## src/wit_pkg.sv

```systemverilog
// Constants and register map of the watch/interval timer
package wit_pkg;

	// Register indices as printed; byte address is four times the index
	localparam logic [15:0] WIT_MODE_IDX = 16'hff4a;
	localparam logic [15:0] WIT_PSEL_IDX = 16'hff4b;
	localparam logic [19:0] WIT_MODE_ADDR = {2'b00, WIT_MODE_IDX, 2'b00};
	localparam logic [19:0] WIT_PSEL_ADDR = {2'b00, WIT_PSEL_IDX, 2'b00};
	// Added registers for events and bit-wise mode access
	localparam logic [19:0] WIT_STAT_ADDR = 20'h3_fd30;
	localparam logic [19:0] WIT_CLR_ADDR = 20'h3_fd34;
	localparam logic [19:0] WIT_IEN_ADDR = 20'h3_fd38;
	localparam logic [19:0] WIT_BITW_ADDR = 20'h3_fd3c;

	// Mode register fields
	localparam int WIT_CLKSEL_BIT = 7;
	localparam int WIT_IVL_LSB = 4;
	localparam int WIT_RUN_BIT = 1;
	localparam int WIT_EN_BIT = 0;
	localparam logic [7:0] WIT_MODE_MASK = 8'hf3;
	localparam logic [7:0] WIT_MODE_RST = 8'h00;
	localparam logic WIT_PSEL_RST = 1'b0;
	localparam logic [2:0] WIT_IVL_MAX = 3'h5;

	// Event bits in status, clear and enable registers
	localparam int WIT_EV_WATCH = 0;
	localparam int WIT_EV_IVL = 1;
	localparam logic [1:0] WIT_EV_RST = 2'h0;

	// Timing: main clock divider and timer widths
	localparam int WIT_MAIN_DIV = 128;
	localparam int WIT_DIV_W = $clog2(WIT_MAIN_DIV);
	localparam int WIT_PRE_W = 9;
	localparam int WIT_CNT_W = 5;
	localparam int WIT_TAP_BASE = 4;

endpackage

```

## src/wit_sync_edge.sv

```systemverilog
// Two-flop synchroniser with rising-edge detector for a pin input
`timescale 1ns/100ps
module wit_sync_edge
	import wit_pkg::*;
(
	input wire logic clk,
	input wire logic rst,
	input wire logic async_in,
	output logic rise
);

	logic meta_r; // First stage, read only by the second
	logic sync_r; // Second stage, safe to use
	logic last_r; // Previous synced level
	logic meta_nxt;
	logic sync_nxt;
	logic last_nxt;

	// Next values of the shift chain
	always_comb
	begin
		meta_nxt = async_in;
		sync_nxt = meta_r;
		last_nxt = sync_r;
	end

	// Register the chain
	always_ff @(posedge clk)
	begin
		if (rst)
		begin
			meta_r <= 1'b0;
			sync_r <= 1'b0;
			last_r <= 1'b0;
		end
		else
		begin
			meta_r <= meta_nxt;
			sync_r <= sync_nxt;
			last_r <= last_nxt;
		end
	end

	// Edge seen only past the second stage
	assign rise = sync_r & ~last_r;

endmodule

```

## src/wit_top.sv

```systemverilog
// Watch timer with interval timer, APB register slave and interrupt
//
// Chosen here: the APB interface to the registers.
`timescale 1ns/100ps
module wit_top
	import wit_pkg::*;
#(
	parameter int ADDR_W = 20
)
(
	input wire logic mclk,
	input wire logic sys_rst,
	input wire logic sub_clk,
	input wire logic psel,
	input wire logic penable,
	input wire logic pwrite,
	input wire logic [ADDR_W-1:0] paddr,
	input wire logic [31:0] pwdata,
	input wire logic [3:0] pstrb,
	output logic [31:0] prdata,
	output logic pready,
	output logic pslverr,
	output logic irq,
	output logic watch_period_irq,
	output logic interval_period_irq
);

	// Mode register and its decoded fields
	logic [7:0] watch_mode_control_r;
	logic [7:0] watch_mode_control_nxt;
	logic half_rate_period_sel_r; // Bit 0 of the period select register
	logic half_rate_period_sel_nxt;
	logic tick_clock_source_sel;
	logic [2:0] interval_sel;
	logic seconds_counter_run;
	logic watch_enable_bit;

	// Interrupt registers
	logic [1:0] stat_r;
	logic [1:0] stat_nxt;
	logic [1:0] ien_r;
	logic [1:0] ien_nxt;

	// Timer state
	logic [WIT_DIV_W-1:0] div_r; // Main clock divider
	logic [WIT_DIV_W-1:0] div_nxt;
	logic half_ph_r; // Phase for halving the subsystem clock
	logic half_ph_nxt;
	logic [WIT_PRE_W-1:0] pre_r; // Prescaler
	logic [WIT_PRE_W-1:0] pre_nxt;
	logic [WIT_CNT_W-1:0] cnt_r; // Seconds counter
	logic [WIT_CNT_W-1:0] cnt_nxt;
	logic wirq_r; // Watch pulse, one tick long
	logic wirq_nxt;
	logic iirq_r; // Interval pulse, one tick long
	logic iirq_nxt;

	// Bus and timing helpers
	logic [31:0] prdata_r;
	logic [31:0] prdata_nxt;
	logic sub_rise;
	logic div_pulse;
	logic sub_tick;
	logic tick;
	logic pre_wrap;
	logic [WIT_PRE_W-1:0] tap_mask;
	logic watch_ev;
	logic ivl_ev;
	logic setup_ph;
	logic wr_acc;
	logic addr_hit;
	logic [ADDR_W-1:0] a_mode;
	logic [ADDR_W-1:0] a_psel;
	logic [ADDR_W-1:0] a_stat;
	logic [ADDR_W-1:0] a_clr;
	logic [ADDR_W-1:0] a_ien;
	logic [ADDR_W-1:0] a_bitw;

	// Subsystem clock arrives on a pin; synchronised before use
	wit_sync_edge u_sub_sync (
		.clk(mclk),
		.rst(sys_rst),
		.async_in(sub_clk),
		.rise(sub_rise)
	);

	// Address constants cut to the bus width
	assign a_mode = ADDR_W'(WIT_MODE_ADDR);
	assign a_psel = ADDR_W'(WIT_PSEL_ADDR);
	assign a_stat = ADDR_W'(WIT_STAT_ADDR);
	assign a_clr = ADDR_W'(WIT_CLR_ADDR);
	assign a_ien = ADDR_W'(WIT_IEN_ADDR);
	assign a_bitw = ADDR_W'(WIT_BITW_ADDR);

	// Field decode of the mode register
	assign tick_clock_source_sel = watch_mode_control_r[WIT_CLKSEL_BIT];
	assign interval_sel = watch_mode_control_r[WIT_IVL_LSB +: 3];
	assign seconds_counter_run = watch_mode_control_r[WIT_RUN_BIT];
	assign watch_enable_bit = watch_mode_control_r[WIT_EN_BIT];

	// Tick source: divided main clock or subsystem clock, maybe halved
	always_comb
	begin
		div_pulse = (div_r == WIT_DIV_W'(WIT_MAIN_DIV - 1));
		// Halving only applies with the subsystem clock selected
		sub_tick = sub_rise & (~half_rate_period_sel_r | half_ph_r);
		if (tick_clock_source_sel)
		begin
			tick = watch_enable_bit & sub_tick;
		end
		else
		begin
			tick = watch_enable_bit & div_pulse;
		end
	end

	// Interval tap: low 4+k prescaler bits all ones
	always_comb
	begin
		tap_mask = WIT_PRE_W'((10'h001 << (WIT_TAP_BASE + int'(interval_sel))) - 10'h001);
		pre_wrap = (pre_r == {WIT_PRE_W{1'b1}});
		// Same prescaler drives both functions, no interference
		ivl_ev = tick & ((pre_r & tap_mask) == tap_mask);
		// Overflow of the 5-bit counter marks the watch period
		watch_ev = tick & pre_wrap & seconds_counter_run
			& (cnt_r == {WIT_CNT_W{1'b1}});
	end

	// Next state of divider, prescaler, counter and pulses
	always_comb
	begin
		div_nxt = div_r + WIT_DIV_W'(1);
		half_ph_nxt = half_ph_r;
		pre_nxt = pre_r;
		cnt_nxt = cnt_r;
		wirq_nxt = wirq_r;
		iirq_nxt = iirq_r;
		if (sub_rise)
		begin
			half_ph_nxt = ~half_ph_r;
		end
		if (!watch_enable_bit)
		begin
			// Stopped: prescaler and counter held at zero
			pre_nxt = '0;
			cnt_nxt = '0;
			wirq_nxt = 1'b0;
			iirq_nxt = 1'b0;
		end
		else
		begin
			if (tick)
			begin
				pre_nxt = pre_r + WIT_PRE_W'(1);
				// Pulses last until the next tick
				wirq_nxt = watch_ev;
				iirq_nxt = ivl_ev;
			end
			if (!seconds_counter_run)
			begin
				// Counter alone cleared, prescaler keeps running
				cnt_nxt = '0;
			end
			else if (tick && pre_wrap)
			begin
				// Counter steps only at prescaler wrap, so the first
				// step comes one full prescaler period after start
				cnt_nxt = cnt_r + WIT_CNT_W'(1);
			end
		end
	end

	// Register the timer state
	always_ff @(posedge mclk)
	begin
		if (sys_rst)
		begin
			div_r <= '0;
			half_ph_r <= 1'b0;
			pre_r <= '0;
			cnt_r <= '0;
			wirq_r <= 1'b0;
			iirq_r <= 1'b0;
		end
		else
		begin
			div_r <= div_nxt;
			half_ph_r <= half_ph_nxt;
			pre_r <= pre_nxt;
			cnt_r <= cnt_nxt;
			wirq_r <= wirq_nxt;
			iirq_r <= iirq_nxt;
		end
	end

	// APB phases and decode
	assign setup_ph = psel & ~penable;
	assign wr_acc = psel & penable & pwrite;
	always_comb
	begin
		if (paddr == a_mode)
		begin
			addr_hit = 1'b1;
		end
		else if (paddr == a_psel)
		begin
			addr_hit = 1'b1;
		end
		else if (paddr == a_stat)
		begin
			addr_hit = 1'b1;
		end
		else if (paddr == a_clr)
		begin
			addr_hit = 1'b1;
		end
		else if (paddr == a_ien)
		begin
			addr_hit = 1'b1;
		end
		else if (paddr == a_bitw)
		begin
			addr_hit = 1'b1;
		end
		else
		begin
			addr_hit = 1'b0;
		end
	end

	// Register writes and sticky status
	always_comb
	begin
		logic [7:0] wmask;
		logic [7:0] wval;
		logic [7:0] cand;
		logic [1:0] clr;
		wmask = 8'h00;
		wval = 8'h00;
		cand = 8'h00;
		clr = 2'h0;
		watch_mode_control_nxt = watch_mode_control_r;
		half_rate_period_sel_nxt = half_rate_period_sel_r;
		ien_nxt = ien_r;
		if (wr_acc && paddr == a_mode && pstrb[0])
		begin
			// Whole-byte write
			wmask = 8'hff;
			wval = pwdata[7:0];
		end
		else if (wr_acc && paddr == a_bitw && pstrb[0] && pstrb[1])
		begin
			// Masked write: only the flagged bits change
			wmask = pwdata[15:8];
			wval = pwdata[7:0];
		end
		else if (wr_acc && paddr == a_psel && pstrb[0])
		begin
			half_rate_period_sel_nxt = pwdata[0];
		end
		else if (wr_acc && paddr == a_clr && pstrb[0])
		begin
			clr = pwdata[1:0];
		end
		else if (wr_acc && paddr == a_ien && pstrb[0])
		begin
			ien_nxt = pwdata[1:0];
		end
		cand = ((watch_mode_control_r & ~wmask) | (wval & wmask)) & WIT_MODE_MASK;
		// Prohibited interval codes are refused, field keeps old value
		if (cand[WIT_IVL_LSB +: 3] > WIT_IVL_MAX)
		begin
			cand[WIT_IVL_LSB +: 3] = interval_sel;
		end
		watch_mode_control_nxt = cand;
		// A new event wins over a clear in the same cycle
		stat_nxt = (stat_r & ~clr) | {ivl_ev, watch_ev};
	end

	// Read data captured in the setup phase
	always_comb
	begin
		prdata_nxt = prdata_r;
		if (setup_ph)
		begin
			if (paddr == a_mode)
			begin
				prdata_nxt = {24'h00_0000, watch_mode_control_r};
			end
			else if (paddr == a_psel)
			begin
				prdata_nxt = {31'h0000_0000, half_rate_period_sel_r};
			end
			else if (paddr == a_stat)
			begin
				prdata_nxt = {30'h0000_0000, stat_r};
			end
			else if (paddr == a_ien)
			begin
				prdata_nxt = {30'h0000_0000, ien_r};
			end
			else
			begin
				// Clear, bit-write and unmapped read as zero
				prdata_nxt = 32'h0000_0000;
			end
		end
	end

	// Register the software-visible state
	always_ff @(posedge mclk)
	begin
		if (sys_rst)
		begin
			watch_mode_control_r <= WIT_MODE_RST;
			half_rate_period_sel_r <= WIT_PSEL_RST;
			stat_r <= WIT_EV_RST;
			ien_r <= WIT_EV_RST;
			prdata_r <= 32'h0000_0000;
		end
		else
		begin
			watch_mode_control_r <= watch_mode_control_nxt;
			half_rate_period_sel_r <= half_rate_period_sel_nxt;
			stat_r <= stat_nxt;
			ien_r <= ien_nxt;
			prdata_r <= prdata_nxt;
		end
	end

	// Zero-wait slave; error only for unmapped addresses
	assign pready = 1'b1;
	assign pslverr = psel & penable & ~addr_hit;
	assign prdata = prdata_r;
	// Level interrupt from enabled sticky bits
	assign irq = |(stat_r & ien_r);
	assign watch_period_irq = wirq_r;
	assign interval_period_irq = iirq_r;

endmodule

```

## config.mk

```make
export PLATFORM = sky130hd
export DESIGN_NAME = wit_top
export DESIGN_NICKNAME = d
export VERILOG_FILES = /design/src/wit_pkg.sv /design/src/wit_sync_edge.sv /design/src/wit_top.sv
export SDC_FILE = /design/constraint.sdc
export NUM_CORES = 1
export LEC_CHECK = 0
export ABC_AREA = 1
export BUFFER_PORTS_ARGS = -buffer_cell sky130_fd_sc_hd__buf_2
export CAP_MARGIN = 10
export CORE_MARGIN = 3
export CORE_UTILIZATION = 43
export DETAILED_ROUTE_END_ITERATION = 16
export PLACE_DENSITY = 0.79
export SLEW_MARGIN = 15
export SYNTH_ARGS = -nofsm -noshare
export SYNTH_HDL_FRONTEND = slang
export SYNTH_SLANG_ARGS = --single-unit
```

## constraint.sdc

```tcl
create_clock -name mclk -period 1.5 [get_ports mclk]
set_input_delay 0.3 -clock mclk [delete_from_list [all_inputs] [get_ports mclk]]
set_output_delay 0.3 -clock mclk [all_outputs]
set_load 0.01 [all_outputs]
```

==> results of run 1 <==
-- cells in the final DEF (no fill, tap or decap), types with 2 or more instances in the layout --
cell      Yosys  layout
nand3_4       0       4
nand2_4       0       3
nor2_2        6       7
nand4_1       4       4
o21ai_0      26      22
o21a_1        4       4
nor2_1       22      16
inv_2         2      10
buf_2         0      34
buf_6         1      16
a211oi_1      3       3
nor4_1        5       2
nor3b_2       0       2
conb_1        2      27
a21oi_1      36      32
o21ai_1       4       8
clkbuf_8      0       6
nand3_1      17      12
nor2_4        2       7
dfxtp_1      44      40
nand2_1      56      39
inv_1        52      42
nor4_4        0       2
clkinv_2      1       2
nor3_1        4       3
nand2_2       4      17
dfxtp_2       0       4
nand3_2       1       2
a21oi_2       0       4
ha_4          0       2
ha_1          5       2
buf_4        27      49
-- per-stage QoR --
stage	utilization [%]	hold WS (ns)	instance area [um^2]	instances
after floorplan	-	0.378	2530	366
after global routing	65.5	0.220	3450	512
final	65.5	0.206	3450	512
after detailed placement	55.3	0.393	2920	491
after CTS	62.4	0.203	3290	509
after global placement	55.3	0.395	2920	491
-- final timing paths --
check / endpoint / slack [ns] / depth (start not counted)
worst min-delay path: u_sub_sync.meta_r / 0.21 / 3
worst min register to register: u_sub_sync.last_nxt / 0.40 / 2
worst max register to register: cnt_r[3] / -0.17 / 14
worst max-delay path: cnt_r[3] / -0.17 / 14
-- metal layers --
| layer | global-route usage, % | wire length [um] |
|---|---|---|
| met5 | 0 | 0 |
| met4 | 6.25 | 94 |
| met3 | 4.77 | 455 |
| met2 | 35.1 | 3420 |
| met1 | 20.6 | 2670 |
-- report_power, final --
group	switching, W	internal [W]
sequential	0.0000125	0.00119
combinational	0.000151	0.000125
clock	0.000396	0.000367
total	0.000560	0.00168
-- registers in the layout, indices dropped and copies added (netlist names), named ones only --
signal / cells
ien_r: 2
u_sub_sync.meta_r: 1
half_rate_period_sel_r: 1
div_r: 7
interval_period_irq: 1
watch_period_irq: 1
stat_r: 2
half_ph_r: 1
watch_mode_control_r: 3
u_sub_sync.last_nxt: 1
cnt_r: 5
pre_r: 9
prdata: 6
u_sub_sync.last_r: 1
-- Yosys cell counts (5+ instances only) --
| library cell | n |
|---|---|
| nor2_1 | 22 |
| ha_1 | 5 |
| nand2_1 | 56 |
| nor4_1 | 5 |
| dfxtp_1 | 44 |
| inv_1 | 52 |
| nor2_2 | 6 |
| o21ai_0 | 26 |
| a21oi_1 | 36 |
| buf_4 | 27 |
| nand3_1 | 17 |
-- worst reg2reg max path, delay by kind of cell (launching register included) --
family	cells	cell delay (ns)
and+or+nand+nor	9	0.73
DFF	1	0.36
buffers and inverters	2	0.17
AOI/OAI and AO/OA	2	0.17
adders and majority gates	1	0.15
-- kinds of logic (layout without fill, tap and decap cells) --
logic type | after synthesis | after routing | synth area share, %
xor+xnor | 2 | 2 | 0.729
compound gates | 78 | 78 | 17.5
buf+inv | 86 | 162 | 18.0
simple gates | 124 | 124 | 24.2
other cells | 2 | 27 | 0.313
flops | 44 | 44 | 36.7
fa+ha+maj | 5 | 5 | 2.60
-- area by class of cell --
| class | count | area, um^2 |
|---|---|---|
| fill | 411 | 1820 |
| multi-input combinational | 236 | 1450 |
| sequential | 44 | 886 |
| timing repair buffer | 99 | 718 |
| inverter | 55 | 219 |
| tap | 70 | 87.6 |
| clock buffer | 6 | 82.6 |
| clock inverter | 2 | 10.0 |
-- timing repair --
action / CTS / global route
buffers inserted: 10 / 4
pin swaps: 21 / 24
resized for setup: 54 / 36
hold buffers: 0 / 0
setup endpoints to repair: 19 / 29
==> results.sh, run 1 <==
export IMPL_synth_top_area_cell="dfxtp_1"
export IMPL_finalWorstSetupSlack_ns=-0.166
export IMPL_max_stage_delay_ns=0.36
export IMPL_antenna_found_initial=0
export IMPL_cts_tree="built"
export IMPL_ios=99
export IMPL_clk_pin_slew_ns=0.08
export IMPL_failed_checks="setup timing"
export IMPL_worstPathRequired_ns=1.69
export IMPL_grt_pass1_wl_mm=9.60
export IMPL_worstPathCellList="ha_4 > nand2_4 > nor2_4 > nand2_2 > nor2_2 > nand2_2 > nand2_2 > nand2_4 > clkinv_4 > nand2_8 > inv_6 > nand2_1 > o21ai_1 > a21oi_1"
export IMPL_initial_core_util_pct=45.6
export IMPL_finalCritPeriodShare_pct=111
export IMPL_grt_setup_unrepaired="yes"
export IMPL_hold_viol_final=0
export IMPL_rows=26
export IMPL_hold_class="primary input to flip-flop"
export IMPL_dr_pass1_iters=4
export IMPL_wire_per_inst_um=13.0
export IMPL_cpLargestDelayFamily="simple AND/OR/NAND/NOR gates"
export IMPL_diodes=0
export IMPL_synthTopCellsByArea="dfxtp_1, nand2_1, buf_4, inv_1, a21oi_1"
export IMPL_tns_ns=-1.81
export IMPL_grt_overflow=0
export IMPL_status="finished with violations"
export IMPL_grt_util_all_layers_pct=18.8
export IMPL_cp_slowest_cell="dfxtp_2"
export IMPL_max_freq_ghz=0.600
export IMPL_drc_errors=0
export IMPL_wl_mm=6.64
export IMPL_syn_inst=341
export IMPL_drv_slew=0
export IMPL_ys_seq_area_share_pct=36.7
export IMPL_ys_flop_type="dfxtp_1"
export IMPL_worstPathArrival_ns=1.86
export IMPL_peakVddDrop_mv=0.477
export IMPL_drt_iter0_drc=135
export IMPL_die_area_um2=6520
export IMPL_r2r_start="div_r[0]"
export IMPL_syn_area_per_cell_um2=7.04
export IMPL_drive_above_1_share_pct=40.7
export IMPL_numCtsBuffers=5
export IMPL_synthToLayoutAreaGrowth_pct=43.6
export IMPL_cp_start_kind="flip-flop"
export IMPL_grt_pass1_vias=2253
export IMPL_finalCriticalPeriod_ns=1.67
export IMPL_setup_viol=19
export IMPL_power_total_w=0.00224
export IMPL_viasPerCell=4.81
export IMPL_grt_max_degree=14
export IMPL_clk_latency_ns=0.30
export IMPL_io_buffers=49
export IMPL_worstPathMaxFanout=7
export IMPL_clock_sinks=44
export IMPL_vias=2465
export IMPL_hold_start="sub_clk"
export IMPL_skew_ns=0.00481
export IMPL_ys_ff_latch=44
export IMPL_antenna_left=0
export IMPL_critPathLaunch="div_r[0]"
export IMPL_place_ws_ns=-0.224
export IMPL_gp_congestion=0.871
export IMPL_synth_edf_count=0
export IMPL_syn_cell_area_um2=2400
export IMPL_critPathKind="flip-flop to flip-flop"
export IMPL_die_h_um=80.7
export IMPL_cts_root_buf="clkbuf_8"
export IMPL_critPathCaptureType="flip-flop"
export IMPL_ys_warn_count=0
export IMPL_path_buf_inv=2
export IMPL_synthDistinctLibCells=33
export IMPL_cts_max_level=2
export IMPL_power_leakage_nw=1.52
export IMPL_cts_max_path_buffers=2
export IMPL_coreArea_um2=5270
export IMPL_die_w_um=80.7
export IMPL_netlist_area_leader_share_pct=36.7
export IMPL_power_density_nw_per_um2=649
export IMPL_dp_hpwl_mm=4.41
export IMPL_cpMostUsedCell="nand2_2"
export IMPL_nNetsFinal=508
export IMPL_cap_violations=0
export IMPL_async_reset_ff_share_pct=0
(Power assumes the default switching activity.)
==> run 2: changes to the inputs <==
--- a/config.mk
+++ b/config.mk
@@ -12,6 +12,7 @@
 export CORE_UTILIZATION = 43
 export DETAILED_ROUTE_END_ITERATION = 16
 export PLACE_DENSITY = 0.79
+export SKIP_CTS_REPAIR_TIMING = 1
 export SLEW_MARGIN = 15
 export SYNTH_ARGS = -nofsm -noshare
 export SYNTH_HDL_FRONTEND = slang
==> results.sh, run 2 (synthesis gave the netlist of run 1 again) <==
export IMPL_grt_util_all_layers_pct=16.8
export IMPL_dp_cells=491
export IMPL_grt_pass1_wl_mm=8.64
export IMPL_rows=26
export IMPL_final_util_pct=63.0
export IMPL_die_area_um2=6520
export IMPL_antenna_left=0
export IMPL_power_density_nw_per_um2=666
export IMPL_grt_setup_unrepaired="yes"
export IMPL_die_h_um=80.7
export IMPL_nNetsFinal=504
export IMPL_vias=2422
export IMPL_clk_pin_slew_ns=0.08
export IMPL_grt_overflow=0
export IMPL_dp_hpwl_mm=4.41
export IMPL_cap_violations=0
export IMPL_critPathCaptureType="flip-flop"
export IMPL_io_buffers=49
export IMPL_worstPathArrival_ns=1.86
export IMPL_grt_pass1_vias=2102
export IMPL_final_cells=508
export IMPL_skew_ns=0.00618
export IMPL_largest_register_ff_count=9
export IMPL_worstPathMaxFanout=7
export IMPL_drc_errors=0
export IMPL_final_cell_area_um2=3320
export IMPL_dr_pass1_iters=4
export IMPL_finalCritPeriodShare_pct=111
export IMPL_cp_start_kind="flip-flop"
export IMPL_drive_above_1_share_pct=38.8
export IMPL_ios=99
export IMPL_viasPerCell=4.77
export IMPL_worst_pin_slew_ns=0.493
export IMPL_coreArea_um2=5270
export IMPL_post_dp_cell_area_um2=2920
export IMPL_cts_max_level=2
export IMPL_wl_mm=6.09
export IMPL_cts_tree="built"
export IMPL_cts_max_path_buffers=2
export IMPL_holdWs_ns=0.208
export IMPL_hold_class="primary input to flip-flop"
export IMPL_failed_checks="setup timing"
export IMPL_relSlewSlack_pct=66.8
export IMPL_diodes=0
export IMPL_critPathKind="flip-flop to flip-flop"
export IMPL_peakVddDrop_mv=0.484
export IMPL_clock_sinks=44
export IMPL_setup_viol=18
export IMPL_r2r_slack_ns=-0.17
export IMPL_die_w_um=80.7
export IMPL_numCtsBuffers=5
export IMPL_wire_per_inst_um=12.0
export IMPL_hold_viol_final=0
export IMPL_status="finished with violations"
export IMPL_power_leakage_nw=1.50
export IMPL_cts_root_buf="clkbuf_8"
export IMPL_drv_slew=0
export IMPL_max_freq_ghz=0.599
export IMPL_gp_congestion=0.871
export IMPL_synthToLayoutAreaGrowth_pct=38.2
export IMPL_clk_latency_ns=0.30
export IMPL_finalCriticalPeriod_ns=1.67
export IMPL_finalWorstSetupSlack_ns=-0.169
export IMPL_drt_iter0_drc=155
export IMPL_initial_core_util_pct=45.6
export IMPL_largest_register="pre_r"
export IMPL_mostFrequentLayoutCells="inv_1, buf_4, nand2_1"
export IMPL_worstPathRequired_ns=1.69
export IMPL_antenna_found_initial=0
export IMPL_grt_max_degree=14
[run 2: changes by cell type in the layout (fill, tap and decap cells not counted), sizes merged]
| cell | delta |
|---|---|
| buf | -4 |
| inv | +1 |
| clkinv | -1 |
[run 2: area by class of cell]
class	instances	area, um^2
clock inverters	2	10.0
multi-input cells	236	1390
fillers	428	1950
flip-flops and latches	44	886
well taps	70	87.6
inverters	55	211
repair buffers	95	657
clock buffers	6	82.6
[run 2: final timing paths]
check             cells after the start                  end               from
setup / recovery                     14             cnt_r[3]           div_r[0]
hold / removal                        3    u_sub_sync.meta_r            sub_clk
setup reg to reg                     14             cnt_r[3]           div_r[0]
hold reg to reg                       2  u_sub_sync.last_nxt  u_sub_sync.meta_r
[run 2: metal layers]
metal	vias to the layer above	GRT usage, %	wire length [um]
li1	1240	-	-
met1	1088	18.5	2480
met2	85	30.9	3070
met3	9	4.32	461
met4	0	6.08	78
met5	-	0	0
[run 2: report_power, final]
group / switching, W / internal, W / total [W] / leakage [nW]
combinational: 0.000139 / 0.000113 / 0.000252 / 1.09
sequential: 0.0000124 / 0.00119 / 0.00120 / 0.358
clock: 0.000393 / 0.000367 / 0.000761 / 0.0510
[run 2: per-stage QoR]
stage | worst slack, ns | total power (W) | TNS [ns]
floorplan | -0.0566 | 0.00138 | -0.137
finish | -0.169 | 0.00221 | -1.50
CTS | -0.253 | 0.00219 | -2.86
global route | -0.291 | 0.00231 | -3.71
detailed placement | -0.224 | 0.00143 | -3.90
global placement | -0.197 | 0.00143 | -2.55
[run 2: critical path: stages (launching register included)]
cell and delay (ns):
dfxtp_2 0.36, ha_4 0.15, nand2_4 0.06, nor2_4 0.09
nand2_2 0.05, nor2_2 0.11, nand2_1 0.09, nand2_2 0.08
nand2_4 0.10, inv_4 0.10, nand2_4 0.08, inv_4 0.07
nand2_1 0.06, o21ai_1 0.12, a21oi_1 0.05
==> run 3: changes to the inputs <==
--- a/config.mk
+++ b/config.mk
@@ -9,9 +9,11 @@
 export BUFFER_PORTS_ARGS = -buffer_cell sky130_fd_sc_hd__buf_2
 export CAP_MARGIN = 10
 export CORE_MARGIN = 3
-export CORE_UTILIZATION = 43
+export CORE_UTILIZATION = 45
+export CTS_BUF_LIST = sky130_fd_sc_hd__clkbuf_8
 export DETAILED_ROUTE_END_ITERATION = 16
-export PLACE_DENSITY = 0.79
+export MAX_ROUTING_LAYER = met4
+export PLACE_DENSITY = 0.82
 export SKIP_CTS_REPAIR_TIMING = 1
 export SLEW_MARGIN = 15
 export SYNTH_ARGS = -nofsm -noshare
==> results.sh, run 3 (synthesis gave the netlist of run 1 again) <==
export IMPL_status="finished with violations"
export IMPL_failed_checks="setup timing"
export IMPL_cpMostUsedCell="nand2_2"
export IMPL_clk_latency_ns=0.31
export IMPL_grt_overflow=0
export IMPL_critPathKind="primary input to primary output"
export IMPL_wire_per_inst_um=13.8
export IMPL_cts_max_path_buffers=2
export IMPL_tns_ns=-2.01
export IMPL_die_h_um=79.1
export IMPL_hold_class="primary input to flip-flop"
export IMPL_synthToLayoutAreaGrowth_pct=43.4
export IMPL_nNetsFinal=503
export IMPL_regArea_um2=886
export IMPL_max_stage_delay_ns=0.36
export IMPL_largest_register_ff_count=9
export IMPL_grt_setup_unrepaired="yes"
export IMPL_nFillCells=365
export IMPL_power_density_nw_per_um2=684
export IMPL_grt_max_degree=15
export IMPL_worstPathMaxFanout=3
export IMPL_clk_pin_slew_ns=0.08
export IMPL_power_total_w=0.00236
export IMPL_diodes=0
export IMPL_cts_root_buf="clkbuf_8"
export IMPL_clock_sinks=44
export IMPL_grt_pass1_vias=2279
export IMPL_drc_errors=0
export IMPL_antenna_left=0
export IMPL_grt_pass1_wl_mm=9.31
export IMPL_worstPathArrival_ns=1.48
export IMPL_drt_iter0_drc=124
export IMPL_die_w_um=79.1
export IMPL_worstPathRequired_ns=1.20
export IMPL_multiInputGateArea_um2=1470
export IMPL_cp_start_kind="primary input"
export IMPL_io_buffers=49
export IMPL_largest_register="pre_r"
export IMPL_finalWorstSetupSlack_ns=-0.281
export IMPL_relSlewSlack_pct=64.1
export IMPL_skew_ns=0.0107
export IMPL_hold_viol_final=0
export IMPL_max_freq_ghz=0.562
export IMPL_critPathCaptureType="primary output"
export IMPL_vias=2538
export IMPL_coreArea_um2=4940
export IMPL_dr_pass1_iters=4
export IMPL_drive_above_1_share_pct=42.8
export IMPL_cts_max_level=2
export IMPL_viasPerCell=5.04
export IMPL_ios=99
export IMPL_wl_mm=6.98
export IMPL_rows=25
export IMPL_setup_viol=16
export IMPL_cts_tree="built"
export IMPL_numCtsBuffers=5
export IMPL_final_common_cell="inv_1"
export IMPL_die_area_um2=6250
export IMPL_peakVddDrop_mv=0.647
export IMPL_drv_slew=0
export IMPL_power_leakage_nw=1.54
export IMPL_worstPathCellList="buf_6 > inv_2 > nand2_2 > nor2_4 > inv_2 > buf_6 > nor2_2 > nand2_2 > nand2_2 > nor4_2 > buf_2"
export IMPL_cp_slowest_cell="nor4_2"
export IMPL_finalCriticalPeriod_ns=1.78
export IMPL_mostFrequentLayoutCells="inv_1, dfxtp_1, buf_4"
export IMPL_dp_hpwl_mm=4.48
export IMPL_cap_violations=0
export IMPL_worst_pin_slew_ns=0.533
export IMPL_antenna_found_initial=0
export IMPL_initial_core_util_pct=48.6
export IMPL_finalCritPeriodShare_pct=119
export IMPL_gp_congestion=0.910
export IMPL_grt_util_all_layers_pct=18.9
-- run 3: metal layers --
| metal | vias up | track usage, % | share of wire [%] |
|---|---|---|---|
| met1 | 1166 | 20.2 | 38 |
| li1 | 1241 | - | - |
| met5 | - | - | 0 |
| met4 | 0 | 5.15 | 2.8 |
| met3 | 21 | 5.56 | 7.2 |
| met2 | 110 | 34.1 | 52 |
-- run 3: where the power goes --
group	internal [W]	total [W]	switching (W)	leakage, nW
logic	0.000110	0.000255	0.000145	1.13
clock network	0.000493	0.000901	0.000409	0.0541
registers	0.00119	0.00120	0.0000121	0.358
total	0.00179	0.00236	0.000566	1.54
-- run 3: final timing paths --
| check | cells after the start | slack (ns) | to | from |
|---|---|---|---|---|
| hold reg to reg | 2 | 0.42 | u_sub_sync.last_nxt | u_sub_sync.meta_r |
| setup reg to reg | 11 | -0.24 | cnt_r[3] | pre_r[0] |
| hold / removal | 3 | 0.21 | u_sub_sync.meta_r | sub_clk |
| setup / recovery | 11 | -0.28 | pslverr | paddr[19] |
-- run 3: critical path, delay by kind of cell --
| kind | cells | cell delay, ns |
|---|---|---|
| buf+inv | 5 | 0.47 |
| simple gates | 6 | 0.70 |
-- run 3: cell type report --
type                       count  area share [%]
timing repair buffer          94            19.7
inverter                      55            6.21
sequential                    44            25.7
clock inverter                 3            1.24
tap                           67            2.43
multi-input combinational    236            42.7
clock buffer                   5            2.00
-- run 3: per-stage QoR --
stage / cell area, um^2 / hold slack (ns) / std cells / setup slack, ns / utilization [%]
final: 3440 / 0.205 / 504 / -0.281 / 69.7
after global routing: 3440 / 0.205 / 504 / -0.340 / 69.7
after CTS: 3010 / 0.200 / 494 / -0.247 / 60.9
after detailed placement: 2900 / 0.400 / 486 / -0.247 / 58.6
after global placement: 2900 / 0.392 / 486 / -0.162 / 58.6
after floorplan: 2530 / 0.378 / 366 / -0.0566 / -
